**config.mk**
```make
export PLATFORM = sky130hd
export DESIGN_NAME = tlv_unit
export DESIGN_NICKNAME = d
export VERILOG_FILES = /design/src/core/tlv_pkg.sv /design/src/core/tlv_ext_flag.sv /design/src/core/tlv_arbiter.sv /design/src/core/tlv_unit.sv
export SDC_FILE = /design/constraint.sdc
export NUM_CORES = 1
export LEC_CHECK = 0
export ABC_AREA = 1
export BUFFER_PORTS_ARGS = -buffer_cell sky130_fd_sc_hd__clkbuf_2
export CORE_MARGIN = 2
export CORE_UTILIZATION = 43
export DETAILED_ROUTE_END_ITERATION = 6
export HOLD_SLACK_MARGIN = 0.1
export PLACE_DENSITY = 0.76
export SYNTH_ARGS = -nofsm -noshare
export SYNTH_HDL_FRONTEND = slang
export SYNTH_SLANG_ARGS = --single-unit
```
**constraint.sdc**
```tcl
create_clock -name mclk -period 1.8 [get_ports mclk]
set_clock_uncertainty 0.2 [all_clocks]
set_input_delay 0.27 -clock mclk [delete_from_list [all_inputs] [get_ports mclk]]
set_output_delay 0.27 -clock mclk [all_outputs]
set_load 0.02 [all_outputs]
```
**src/core/tlv_pkg.sv**
```systemverilog
`default_nettype none
package tlv_pkg;
	localparam int unsigned NSRC  = 12;
	localparam int unsigned SIW   = 4;
	localparam int unsigned VW    = 16;
	localparam int unsigned NCORE = 8;
	localparam int unsigned NXP   = 5;
	localparam int unsigned USB_EW = 3;
	localparam int unsigned USB_PW = 8;

	////////////////////////////////////////////////////////////////
	// Source slots in polling order, slot 0 polled first
	localparam logic [SIW-1:0] S_EXT0 = 4'h0;
	localparam logic [SIW-1:0] S_TMR0 = 4'h1;
	localparam logic [SIW-1:0] S_EXT1 = 4'h2;
	localparam logic [SIW-1:0] S_TMR1 = 4'h3;
	localparam logic [SIW-1:0] S_SER  = 4'h4;
	localparam logic [SIW-1:0] S_TMR2 = 4'h5;
	localparam logic [SIW-1:0] S_EXT2 = 4'h6;
	localparam logic [SIW-1:0] S_EXT3 = 4'h7;
	localparam logic [SIW-1:0] S_SPI  = 4'h8;
	localparam logic [SIW-1:0] S_KEY  = 4'h9;
	localparam logic [SIW-1:0] S_TWI  = 4'ha;
	localparam logic [SIW-1:0] S_USB  = 4'hb;

	// Flags held in the unit itself
	localparam int unsigned C_TMR0 = 0;
	localparam int unsigned C_TMR1 = 1;
	localparam int unsigned C_RXD  = 2;
	localparam int unsigned C_TXD  = 3;
	localparam int unsigned C_T2OV = 4;
	localparam int unsigned C_SPI  = 5;
	localparam int unsigned C_KEY  = 6;
	localparam int unsigned C_TWI  = 7;

	// Pin-driven flags
	localparam int unsigned X_EXT0 = 0;
	localparam int unsigned X_EXT1 = 1;
	localparam int unsigned X_EXT2 = 2;
	localparam int unsigned X_EXT3 = 3;
	localparam int unsigned X_TIMER2_EXTERNAL_PIN = 4;

	localparam logic [VW-1:0] VEC_EXT0 = 16'h0003;
	localparam logic [VW-1:0] VEC_TMR0 = 16'h000b;
	localparam logic [VW-1:0] VEC_EXT1 = 16'h0013;
	localparam logic [VW-1:0] VEC_TMR1 = 16'h001b;
	localparam logic [VW-1:0] VEC_SER  = 16'h0023;
	localparam logic [VW-1:0] VEC_TMR2 = 16'h002b;
	localparam logic [VW-1:0] VEC_EXT2 = 16'h0033;
	localparam logic [VW-1:0] VEC_EXT3 = 16'h003b;
	localparam logic [VW-1:0] VEC_SPI  = 16'h0043;
	localparam logic [VW-1:0] VEC_KEY  = 16'h006b;
	localparam logic [VW-1:0] VEC_TWI  = 16'h0073;
	localparam logic [VW-1:0] VEC_USB  = 16'h007b;
	localparam logic [VW-1:0] VEC_NONE = 16'h0000;

	typedef enum logic [1:0] {SVC_IDLE, SVC_LOW, SVC_HIGH, SVC_NEST} tlv_svc_e;

	typedef struct packed {
		logic cycle_valid;
		logic last_cycle;
		logic return_from_interrupt;
		logic irq_reg_write;
	} tlv_cpu_s;

	typedef struct packed {
		logic global_irq_enable;
		logic usb_irq_enable;
		logic two_wire_irq_enable;
		logic keypad_irq_enable;
		logic spi_irq_enable;
		logic ext3_enable;
		logic ext2_enable;
		logic timer2_irq_enable;
		logic serial_irq_enable;
		logic timer1_irq_enable;
		logic ext1_enable;
		logic timer0_irq_enable;
		logic ext0_enable;
	} tlv_en_s;

	typedef struct packed {
		logic ext0_type_select;
		logic ext1_type_select;
		logic ext2_level_edge_select;
		logic ext2_polarity_select;
		logic ext3_level_edge_select;
		logic ext3_polarity_select;
		logic timer2_external_pin_enable;
	} tlv_ext_cfg_s;

	function automatic logic [VW-1:0] tlv_vec_of(input logic [SIW-1:0] idx);
		unique case (idx)
			S_EXT0:  tlv_vec_of = VEC_EXT0;
			S_TMR0:  tlv_vec_of = VEC_TMR0;
			S_EXT1:  tlv_vec_of = VEC_EXT1;
			S_TMR1:  tlv_vec_of = VEC_TMR1;
			S_SER:   tlv_vec_of = VEC_SER;
			S_TMR2:  tlv_vec_of = VEC_TMR2;
			S_EXT2:  tlv_vec_of = VEC_EXT2;
			S_EXT3:  tlv_vec_of = VEC_EXT3;
			S_SPI:   tlv_vec_of = VEC_SPI;
			S_KEY:   tlv_vec_of = VEC_KEY;
			S_TWI:   tlv_vec_of = VEC_TWI;
			S_USB:   tlv_vec_of = VEC_USB;
			default: tlv_vec_of = VEC_NONE;
		endcase
	endfunction : tlv_vec_of
endpackage : tlv_pkg
`default_nettype wire

```
**src/core/tlv_ext_flag.sv**
```systemverilog
`timescale 1ns/1ps
`default_nettype none
module tlv_ext_flag (
	input  wire logic mclk,
	input  wire logic rst_n,
	input  wire logic pin,
	input  wire logic arm,
	input  wire logic edge_mode,
	input  wire logic active_high,
	input  wire logic vec_clr,
	input  wire logic fw_wr,
	input  wire logic fw_data,
	output logic      flag
);
	logic meta;
	logic sync;
	logic sync_d;
	logic act;
	logic act_d;
	logic trig_edge;
	logic next_flag;
	logic [2:0] fill;

	////////////////////////////////////////////////////////////////
	// Pin crosses in through two flops; edges compare sync with its delayed copy sync_d
	always_ff @(posedge mclk or negedge rst_n) begin
		if (!rst_n) begin
			meta   <= 1'h0;
			sync   <= 1'h0;
			sync_d <= 1'h0;
			fill   <= 3'h0;
		end else begin
			meta   <= pin;
			sync   <= meta;
			sync_d <= sync;
			fill   <= {fill[1:0], 1'h1};
		end
	end

	// Reset zeros are not the idle level of an active-low pin; ignore them until the pipe fills
	assign act       = active_high ? sync : ~sync;
	assign act_d     = active_high ? sync_d : ~sync_d;
	assign trig_edge = act & ~act_d & fill[2];

	////////////////////////////////////////////////////////////////
	always_comb begin
		next_flag = flag;
		if (edge_mode) begin
			if (vec_clr) next_flag = 1'h0;
			if (fw_wr) next_flag = fw_data;
			if (arm && trig_edge) next_flag = 1'h1;
		end else begin
			// Level mode: the source owns the flag, a write lasts one cycle
			next_flag = arm & act & fill[1];
			if (fw_wr) next_flag = fw_data;
		end
	end

	always_ff @(posedge mclk or negedge rst_n) begin
		if (!rst_n) flag <= 1'h0;
		else flag <= next_flag;
	end
endmodule : tlv_ext_flag
`default_nettype wire

```
**src/core/tlv_arbiter.sv**
```systemverilog
`timescale 1ns/1ps
`default_nettype none
module tlv_arbiter #(
	parameter int unsigned N  = tlv_pkg::NSRC,
	parameter int unsigned IW = tlv_pkg::SIW
) (
	input  wire logic [N-1:0]  req,
	input  wire logic [N-1:0]  prio,
	input  wire logic          hi_busy,
	input  wire logic          lo_busy,
	output logic               hit,
	output logic               hit_high,
	output logic [IW-1:0]      hit_idx
);
	logic [N-1:0] hi_req;
	logic [N-1:0] lo_req;

	function automatic logic [IW-1:0] first_set(input logic [N-1:0] v);
		first_set = '0;
		for (int i = N - 1; i >= 0; i--) begin
			if (v[i]) first_set = IW'(i);
		end
	endfunction : first_set

	assign hi_req = req & prio;
	assign lo_req = req & ~prio;

	always_comb begin
		hit      = 1'h0;
		hit_high = 1'h0;
		hit_idx  = '0;
		if (!hi_busy && |hi_req) begin
			hit      = 1'h1;
			hit_high = 1'h1;
			hit_idx  = first_set(hi_req);
		end else if (!hi_busy && !lo_busy && |lo_req) begin
			hit     = 1'h1;
			hit_idx = first_set(lo_req);
		end
	end
endmodule : tlv_arbiter
`default_nettype wire

```
**src/core/tlv_unit.sv**
```systemverilog
`timescale 1ns/1ps
`default_nettype none
module tlv_unit #(
	parameter int unsigned USB_EW = tlv_pkg::USB_EW,
	parameter int unsigned USB_PW = tlv_pkg::USB_PW
) (
	input  wire logic                          mclk,
	input  wire logic                          nrst,
	input  wire tlv_pkg::tlv_cpu_s             cpu,
	input  wire tlv_pkg::tlv_en_s              en,
	input  wire logic [tlv_pkg::NSRC-1:0]      priority_select,
	input  wire tlv_pkg::tlv_ext_cfg_s         ext_cfg,
	input  wire logic [3:0]                    ext_pin,
	input  wire logic                          timer2_external_pin,
	input  wire logic [tlv_pkg::NCORE-1:0]     core_flag_set,
	input  wire logic [tlv_pkg::NCORE-1:0]     core_flag_wr,
	input  wire logic [tlv_pkg::NCORE-1:0]     core_flag_data,
	input  wire logic [tlv_pkg::NXP-1:0]       ext_flag_wr,
	input  wire logic [tlv_pkg::NXP-1:0]       ext_flag_data,
	input  wire logic [USB_EW-1:0]             usb_event_flags,
	input  wire logic [USB_PW-1:0]             usb_endpoint_flags,
	output logic                               irq_take,
	output logic [tlv_pkg::VW-1:0]             vector_addr,
	output logic [tlv_pkg::SIW-1:0]            taken_idx,
	output logic                               taken_high,
	output logic                               svc_high_active,
	output logic                               svc_low_active,
	output logic [tlv_pkg::NCORE-1:0]          core_flags,
	output logic [tlv_pkg::NXP-1:0]            ext_flags
);
	logic                          rst_meta;
	logic                          rst_n;
	logic [tlv_pkg::NXP-1:0]       xp_pin;
	logic [tlv_pkg::NXP-1:0]       xp_arm;
	logic [tlv_pkg::NXP-1:0]       xp_edge;
	logic [tlv_pkg::NXP-1:0]       xp_high;
	logic [tlv_pkg::NXP-1:0]       xp_clr;
	wire logic [tlv_pkg::NXP-1:0]  xp_flag;
	logic [tlv_pkg::NCORE-1:0]     core_clr;
	logic [tlv_pkg::NCORE-1:0]     next_core_flags;
	logic [tlv_pkg::NSRC-1:0]      req;
	logic [tlv_pkg::NSRC-1:0]      gated;
	logic [tlv_pkg::NSRC-1:0]      sampled;
	logic [tlv_pkg::NSRC-1:0]      next_sampled;
	logic                          hit;
	logic                          hit_high;
	logic [tlv_pkg::SIW-1:0]       hit_idx;
	logic                          hi_busy;
	logic                          lo_busy;
	logic                          take_now;
	tlv_pkg::tlv_svc_e             svc;
	tlv_pkg::tlv_svc_e             next_svc;
	logic                          next_irq_take;
	logic [tlv_pkg::VW-1:0]        next_vector_addr;
	logic [tlv_pkg::SIW-1:0]       next_taken_idx;
	logic                          next_taken_high;

	////////////////////////////////////////////////////////////////
	// Reset release
	always_ff @(posedge mclk or negedge nrst) begin
		if (!nrst) begin
			rst_meta <= 1'h0;
			rst_n    <= 1'h0;
		end else begin
			rst_meta <= 1'h1;
			rst_n    <= rst_meta;
		end
	end

	////////////////////////////////////////////////////////////////
	// Pin-driven flags; pins 0 and 1 are active low
	assign xp_pin  = {timer2_external_pin, ext_pin};
	assign xp_arm  = {ext_cfg.timer2_external_pin_enable, 4'hf};
	assign xp_edge = {1'h1, ext_cfg.ext3_level_edge_select,
		ext_cfg.ext2_level_edge_select, ext_cfg.ext1_type_select,
		ext_cfg.ext0_type_select};
	assign xp_high = {1'h0, ext_cfg.ext3_polarity_select,
		ext_cfg.ext2_polarity_select, 2'h0};

	localparam int unsigned X_EXT0 = tlv_pkg::X_EXT0;
	localparam int unsigned X_EXT1 = tlv_pkg::X_EXT1;
	localparam int unsigned X_EXT2 = tlv_pkg::X_EXT2;
	localparam int unsigned X_EXT3 = tlv_pkg::X_EXT3;

	always_comb begin
		xp_clr         = '0;
		xp_clr[X_EXT0] = take_now && hit_idx == tlv_pkg::S_EXT0;
		xp_clr[X_EXT1] = take_now && hit_idx == tlv_pkg::S_EXT1;
		xp_clr[X_EXT2] = take_now && hit_idx == tlv_pkg::S_EXT2;
		xp_clr[X_EXT3] = take_now && hit_idx == tlv_pkg::S_EXT3;
	end

	for (genvar g = 0; g < tlv_pkg::NXP; g++) begin : g_xp
		tlv_ext_flag u_flag (
			.mclk        (mclk),
			.rst_n       (rst_n),
			.pin         (xp_pin[g]),
			.arm         (xp_arm[g]),
			.edge_mode   (xp_edge[g]),
			.active_high (xp_high[g]),
			.vec_clr     (xp_clr[g]),
			.fw_wr       (ext_flag_wr[g]),
			.fw_data     (ext_flag_data[g]),
			.flag        (xp_flag[g])
		);
	end

	assign ext_flags = xp_flag;

	////////////////////////////////////////////////////////////////
	// Held flags; a hardware set beats a clear in the same cycle
	always_comb begin
		core_clr                  = '0;
		core_clr[tlv_pkg::C_TMR0] = take_now && hit_idx == tlv_pkg::S_TMR0;
		core_clr[tlv_pkg::C_TMR1] = take_now && hit_idx == tlv_pkg::S_TMR1;
	end

	always_comb begin
		next_core_flags = core_flags;
		for (int i = 0; i < tlv_pkg::NCORE; i++) begin
			if (core_clr[i]) next_core_flags[i] = 1'h0;
			if (core_flag_wr[i]) next_core_flags[i] = core_flag_data[i];
			if (core_flag_set[i]) next_core_flags[i] = 1'h1;
		end
	end

	always_ff @(posedge mclk or negedge rst_n) begin
		if (!rst_n) core_flags <= '0;
		else core_flags <= next_core_flags;
	end

	////////////////////////////////////////////////////////////////
	// Requests; serial, timer2, keypad, SPI, two-wire and USB never cleared here
	always_comb begin
		req                 = '0;
		req[tlv_pkg::S_EXT0] = ext_flags[X_EXT0];
		req[tlv_pkg::S_TMR0] = core_flags[tlv_pkg::C_TMR0];
		req[tlv_pkg::S_EXT1] = ext_flags[X_EXT1];
		req[tlv_pkg::S_TMR1] = core_flags[tlv_pkg::C_TMR1];
		req[tlv_pkg::S_SER]  = core_flags[tlv_pkg::C_RXD] | core_flags[tlv_pkg::C_TXD];
		req[tlv_pkg::S_TMR2] = core_flags[tlv_pkg::C_T2OV] | ext_flags[tlv_pkg::X_TIMER2_EXTERNAL_PIN];
		req[tlv_pkg::S_EXT2] = ext_flags[X_EXT2];
		req[tlv_pkg::S_EXT3] = ext_flags[X_EXT3];
		req[tlv_pkg::S_SPI]  = core_flags[tlv_pkg::C_SPI];
		req[tlv_pkg::S_KEY]  = core_flags[tlv_pkg::C_KEY];
		req[tlv_pkg::S_TWI]  = core_flags[tlv_pkg::C_TWI];
		req[tlv_pkg::S_USB]  = |usb_event_flags | |usb_endpoint_flags;
	end

	assign gated = req & en[tlv_pkg::NSRC-1:0] & {tlv_pkg::NSRC{en.global_irq_enable}};

	// A level request missed while blocked is not remembered
	assign next_sampled = cpu.cycle_valid ? gated : sampled;

	always_ff @(posedge mclk or negedge rst_n) begin
		if (!rst_n) sampled <= '0;
		else sampled <= next_sampled;
	end

	////////////////////////////////////////////////////////////////
	// Poll and vector
	assign hi_busy = svc == tlv_pkg::SVC_HIGH || svc == tlv_pkg::SVC_NEST;
	assign lo_busy = svc == tlv_pkg::SVC_LOW || svc == tlv_pkg::SVC_NEST;

	tlv_arbiter #(
		.N  (tlv_pkg::NSRC),
		.IW (tlv_pkg::SIW)
	) u_arb (
		.req      (sampled),
		.prio     (priority_select),
		.hi_busy  (hi_busy),
		.lo_busy  (lo_busy),
		.hit      (hit),
		.hit_high (hit_high),
		.hit_idx  (hit_idx)
	);

	assign take_now = hit && cpu.cycle_valid && cpu.last_cycle
		&& !cpu.return_from_interrupt && !cpu.irq_reg_write;

	always_comb begin
		next_svc         = svc;
		next_irq_take    = 1'h0;
		next_vector_addr = vector_addr;
		next_taken_idx   = taken_idx;
		next_taken_high  = taken_high;
		if (take_now) begin
			next_irq_take    = 1'h1;
			next_vector_addr = tlv_pkg::tlv_vec_of(hit_idx);
			next_taken_idx   = hit_idx;
			next_taken_high  = hit_high;
			if (!hit_high) next_svc = tlv_pkg::SVC_LOW;
			else if (svc == tlv_pkg::SVC_LOW) next_svc = tlv_pkg::SVC_NEST;
			else next_svc = tlv_pkg::SVC_HIGH;
		end else if (cpu.cycle_valid && cpu.return_from_interrupt) begin
			unique case (svc)
				tlv_pkg::SVC_NEST: next_svc = tlv_pkg::SVC_LOW;
				tlv_pkg::SVC_HIGH: next_svc = tlv_pkg::SVC_IDLE;
				tlv_pkg::SVC_LOW:  next_svc = tlv_pkg::SVC_IDLE;
				tlv_pkg::SVC_IDLE: next_svc = tlv_pkg::SVC_IDLE;
			endcase
		end
	end

	always_ff @(posedge mclk or negedge rst_n) begin
		if (!rst_n) begin
			svc         <= tlv_pkg::SVC_IDLE;
			irq_take    <= 1'h0;
			vector_addr <= tlv_pkg::VEC_NONE;
			taken_idx   <= '0;
			taken_high  <= 1'h0;
		end else begin
			svc         <= next_svc;
			irq_take    <= next_irq_take;
			vector_addr <= next_vector_addr;
			taken_idx   <= next_taken_idx;
			taken_high  <= next_taken_high;
		end
	end

	assign svc_high_active = hi_busy;
	assign svc_low_active  = lo_busy;
endmodule : tlv_unit
`default_nettype wire

```
Word-level counts from Yosys, hierarchy flattened
Memories as Yosys holds them, arrays and structs flattened. A register that Yosys moved wholly into a read port is not among the register bits. Index checks and enable logic that the tools add are counted.

Muxes and demuxes: 79. Bitwise operators: 31. Reduce and logical (&&, ||, !) cells: 39. Equal/unequal tests: 12.

Operators with widths (count): $mux W4 (26); $mux W1 (49); $and A12 B12 Y12 (4); $reduce_or A12 Y1 (2); $ne A4 B1 Y1 const B (4); $reduce_bool A2 Y1 (8); $logic_and A1 B1 Y1 (15); $and A1 B1 Y1 (14); $not A12 Y12 (1); $not A1 Y1 (9); $eq A4 B2 Y1 const B (2); $eq A4 B3 Y1 const B (2); $reduce_or A8 Y1 (1); $mux W2 (3); $reduce_bool A3 Y1 (2); $reduce_or A3 Y1 (2); $logic_not A1 Y1 (5); $eq A2 B2 Y1 const B (2); $eq A4 B1 Y1 const B (1); $logic_not A4 Y1 (1); $pmux W2 S2 (1); $or A1 B1 Y1 (3); $eq A2 B1 Y1 const B (1); $logic_not A2 Y1 (1); $logic_or A1 B1 Y1 (2).

Output and inout port bits: 37. Logic and storage cells: 203. ROM bits: 96. Bits in registers: 81. Bits of input ports: 88. Memories: 1.

Memory list: (name not given) (depth 16, bits a word 6, rd ports 1, clocked after memory_dff 1, wr ports 0, line tlv_pkg.sv:93) `unique case (idx)`.

Logic depth before layout (Yosys ltp)
Depth after elaboration: 22. Mapped depth: 17.

Modules after synthesis
A second synthesis with hierarchy kept.

Cells, all modules: 432. Area total of the unflattened synthesis: 3464.6 um^2.

Modules (own cells, without submodules): tlv_unit (times used 1, area an instance 1690.4 um^2, seq. area each 875.8 um^2, cells an instance 198); tlv_ext_flag (times used 5, area an instance 256.5 um^2, seq. area each 175.2 um^2, cells an instance 26); tlv_arbiter (times used 1, area an instance 491.7 um^2, seq. area each 0.0 um^2, cells an instance 104).

Least setup slack after synthesis
No wires, ideal clock.

Kind: flip-flop to flip-flop. Start point: register sampled[2] (netlist bit). End point: register g_xp[1].u_flag.flag. Slack: 47 ps. Path buffers: 0. Cell stages (with the launch flop): 15. Period minus slack after synthesis: 1753 ps. Arrival: 1432 ps. Setup time: 121 ps. Cell sequence: dfrtp_1 nand2_1 nand2_1 inv_2 nand2_2 nor2_4 nand2_4 nand2_8 nand2_2 o21ai_4 inv_1 nor2_2 nand4_1 nand3_1 nand2_1.

Cells in the longest elaborated chain, start to end: 11.

Ends and longest elaborated chain: from (decl) (line tlv_unit.sv:43) `logic [tlv_pkg::NSRC-1:0] sampled;`; from (signal assigned) (line tlv_unit.sv:157) `else sampled <= next_sampled;`; $and A12 B12 Y12 (line tlv_arbiter.sv:26) `assign lo_req = req & ~prio;`; $reduce_or A12 Y1 (line tlv_arbiter.sv:36) `end else if (!hi_busy && !lo_busy && |lo_req) begin`; $logic_and A1 B1 Y1 (line tlv_arbiter.sv:36); $mux W1 (line tlv_arbiter.sv:36); $mux W1 (line tlv_arbiter.sv:32) `if (!hi_busy && |hi_req) begin`; $logic_and A1 B1 Y1 (2 in series) (line tlv_unit.sv:178) `assign take_now = hit && cpu.cycle_valid && cpu.last_cycle`; $logic_and A1 B1 Y1 (2 in series) (line tlv_unit.sv:179) `&& !cpu.return_from_interrupt && !cpu.irq_reg_write;`; $logic_and A1 B1 Y1 (*) (line tlv_unit.sv:88) `xp_clr[X_EXT1] = take_now && hit_idx == tlv_pkg::S_EXT1;`; $ne A4 B1 Y1 (no line) (*); to (signal assigned) (line tlv_ext_flag.sv:61) `else flag <= next_flag;`; to (decl) (line tlv_ext_flag.sv:13) `output logic flag`.

Mark *: on every way between the ends. The rest lies on a longest branch, timed or not. A chain may end at the register's enable or synchronous reset.

Worst setup path after layout
Start point: register sampled[3] (netlist bit). End point: register g_xp[1].u_flag.flag.

Cells in the longest elaborated chain, start to end: 11.

Ends and longest elaborated chain (line): branches (longest 9 deep; another with $and A12 B12 Y12); $logic_and A1 B1 Y1 (*) (tlv_unit.sv:88); $ne A4 B1 Y1 (no line) (*).

Mark *: on every way between the ends.

==> run metrics <==
run status=finished with violations; failing checks=negative setup slack; pins over their slew limit=0; Cell Chain, Critical Path=nand2_2, nand2_2, inv_2, nand2_2, nor2_4, nand2_4, nand2_8, nand4_1, o21ai_4, nand4_1, nand3_1, nand2_1; Syn. warnings=0; crit path kind=reg2reg; Final TNS setup=-1350 ps; placed wire-length estimate=5360 µm; CP max stage delay=420 ps; CP arrival=1990 ps; die outline height=87.0 µm; initial drt markers=105; area grow syn2layout=66.2%; async set-or-reset flop fraction in the synthesized netlist=1.00; routed vias/inst=4.82; hold wc startpoint=ext_cfg[6]; Port-buffer cells=114; Leak=2.63 nW; P per Cell Area=868 mW/mm²; Die Area=0.00758 mm²; hold_ws=130 ps; Critical Path End Type=flop; Starting Density=0.441; htree depth=3; count leader, synth=nand2_1; Antenna Cells=0; global-route wire length before repair=14300 µm; Synth cell types=37; RSZ-0062 raised after global routing=true; maxcap violations=0; First-pass DRT Iterations=4; Largest delay share family, worst path=simple AND/OR/NAND/NOR gates; CP Launch Type=flop; vias in the first global route=3266; total power=4.28 mW; slowest stage cell, crit path=dfrtp_1; final worst path period share=1.10; synthesized area=0.00297 mm²; drt wl/cell=13.2 µm; Worst Path Required=1820 ps; GR Overflow Total=0; leading area contributor after synthesis=dfrtp_1; Final setup viols=15; Total Wirelength=8750 µm; Reg2Reg Launch Point=sampled[3]; Die Wd=87.0 µm; Detail Route Antenna Nets=0; Num CTS Buffers=9; CTS tree=built; GRT Total Usage=0.244; Ports=125; Finished Core Util=0.733; largest net degree at the start of global routing=57; clk buf depth=2; initial antenna violation count=0; Rows=30; most frequent CP cell=nand2_2; worst hold path type=in2reg; Area contributors post-synth=dfrtp_1 49%, nand2_1 14%, inv_1 4.9%; synthesized area per cell=8.38 µm²; clk sinks=58; Final #Nets=664; Main synth FF type=dfrtp_1; Buf/Inv on CP=1; Clk pin slew, worst setup/hold paths=60 ps; top-area cell type share of the netlist area=0.489; Mapped Cells=354; register bit total from synthesis=58; number of synthesized flops with an enable pin=0; DRC viols=0; via count=3183; Critical Path Start=sampled[3]; worst skew pair latency=340 ps; Final Hold Fails=0; layout cells sized above 1=0.391; Placer Congestion=0.905; post-layout min period=1970 ps; CTS root buffer=clkbuf_8; VDD IR max=0.500 mV; top post-synthesis cells by count=110 x nand2_1, 58 x dfrtp_1, 39 x inv_1, 19 x nand3_1, 17 x buf_4; core area=0.00672 mm²; Setup WS post-layout=-171 ps; fmax=0.507 GHz; sequential area share after synthesis=0.489; CP Max Fanout=8
-- cells by family (layout without fill, tap and decap cells) --
group           count (synthesis)  in the layout  synth area share
buf+inv                        66            283             0.108
mux                             1              1           0.00338
compound gates                 45             45            0.0937
other cells                     2             12           0.00253
xor+xnor                        4              4            0.0118
flops                          58             58             0.489
simple gates                  178            178             0.292
-- routing by layer --
layer | wire length [µm] | part of all wire | track usage | up-vias
li1 | - | - | - | 1548
met1 | 3330 | 0.38 | 0.264 | 1502
met2 | 4820 | 0.55 | 0.459 | 114
met3 | 411 | 0.047 | 0.0540 | 19
met4 | 187 | 0.021 | 0.0895 | 0
met5 | 0 | 0 | 0 | -
-- registers in the layout, summed over array words and instances (netlist names), 2 cells and up --
name,count
core_flags,8
g_xp.u_flag.fill,3
g_xp.u_flag.flag,5
g_xp.u_flag.meta,5
g_xp.u_flag.sync,5
g_xp.u_flag.sync_d,5
sampled,12
svc,2
taken_idx,4
vector_addr,5
-- tightest hold or removal path: stages --
cell and delay [ps]:
clkbuf_2 100, nand2_1 100, nor2_1 50, nand3_1 70, nand2_1 40
-- metrics by stage --
| step | setup WS (ps) | cells | instance area (µm²) |
|---|---|---|---|
| 2_1_floorplan | 47.0 | 364 | 3000 |
| 3_3_place_gp | -136 | 562 | 3730 |
| 3_5_place_dp | -167 | 562 | 3730 |
| 4_1_cts | -131 | 658 | 4810 |
| 5_1_grt | -278 | 661 | 4930 |
| 6_report | -171 | 661 | 4930 |
-- timing repair --
| action | in CTS | in global routing |
|---|---|---|
| pin swaps | 17 | 20 |
| hold buffers | 73 | 0 |
| endpoints found under the setup margin | 11 | 17 |
| hold endpoints to repair | 89 | 0 |
| resized for setup | 26 | 28 |
| setup buffers | 7 | 4 |
-- cells in the final DEF, fill, tap and decap left out, types with 2 or more instances in the layout --
cell type / Yosys / final
a21oi_1: 10 / 10
a22oi_1: 4 / 4
buf_4: 17 / 25
buf_6: 0 / 8
clkbuf_1: 3 / 2
clkbuf_2: 0 / 114
clkbuf_8: 0 / 12
conb_1: 2 / 12
dfrtp_1: 58 / 57
dlygate4sd3_1: 0 / 73
inv_1: 39 / 38
inv_2: 5 / 6
nand2_1: 110 / 87
nand2_2: 8 / 21
nand2_4: 4 / 14
nand2_8: 2 / 2
nand3_1: 19 / 19
nand3b_1: 3 / 3
nand4_1: 4 / 4
nor2_1: 12 / 9
nor2_2: 3 / 4
nor2_4: 2 / 4
nor4_1: 3 / 3
o21ai_0: 9 / 8
o21ai_2: 1 / 3
o21ai_4: 1 / 2
o21bai_1: 5 / 5
o22ai_1: 12 / 12
or2_4: 2 / 2
xnor2_1: 2 / 2
xor2_1: 2 / 2
-- where the power goes --
group | switching [mW] | internal [mW]
sequential | 0.119 | 1.48
clock | 0.497 | 0.752
combinational | 0.803 | 0.626
total | 1.42 | 2.86
-- path summary, 6_finish.rpt --
| kind | depth (start not counted) | slack [ps] | end |
|---|---|---|---|
| max | 12 | -170 | g_xp[1].u_flag.flag |
| min | 5 | 130 | g_xp[0].u_flag.flag |
| max reg2reg | 12 | -170 | g_xp[1].u_flag.flag |
| min reg2reg | 0 | 150 | g_xp[4].u_flag.sync |
| max in group asynchronous | 2 | 520 | vector_addr[5] |
| min in group asynchronous | 3 | 590 | rst_meta |
-- area by class of cell --
cell class | instances | area [µm²]
Clock buffer | 14 | 173
Clock inverter | 2 | 35.0
Sequential cell | 58 | 1450
Timing Repair Buffer | 221 | 1600
Fill cell | 487 | 1790
Tap cell | 80 | 100
Inverter | 46 | 183
Multi-Input combinational cell | 240 | 1390
Power figures use the tool's default switching activity.
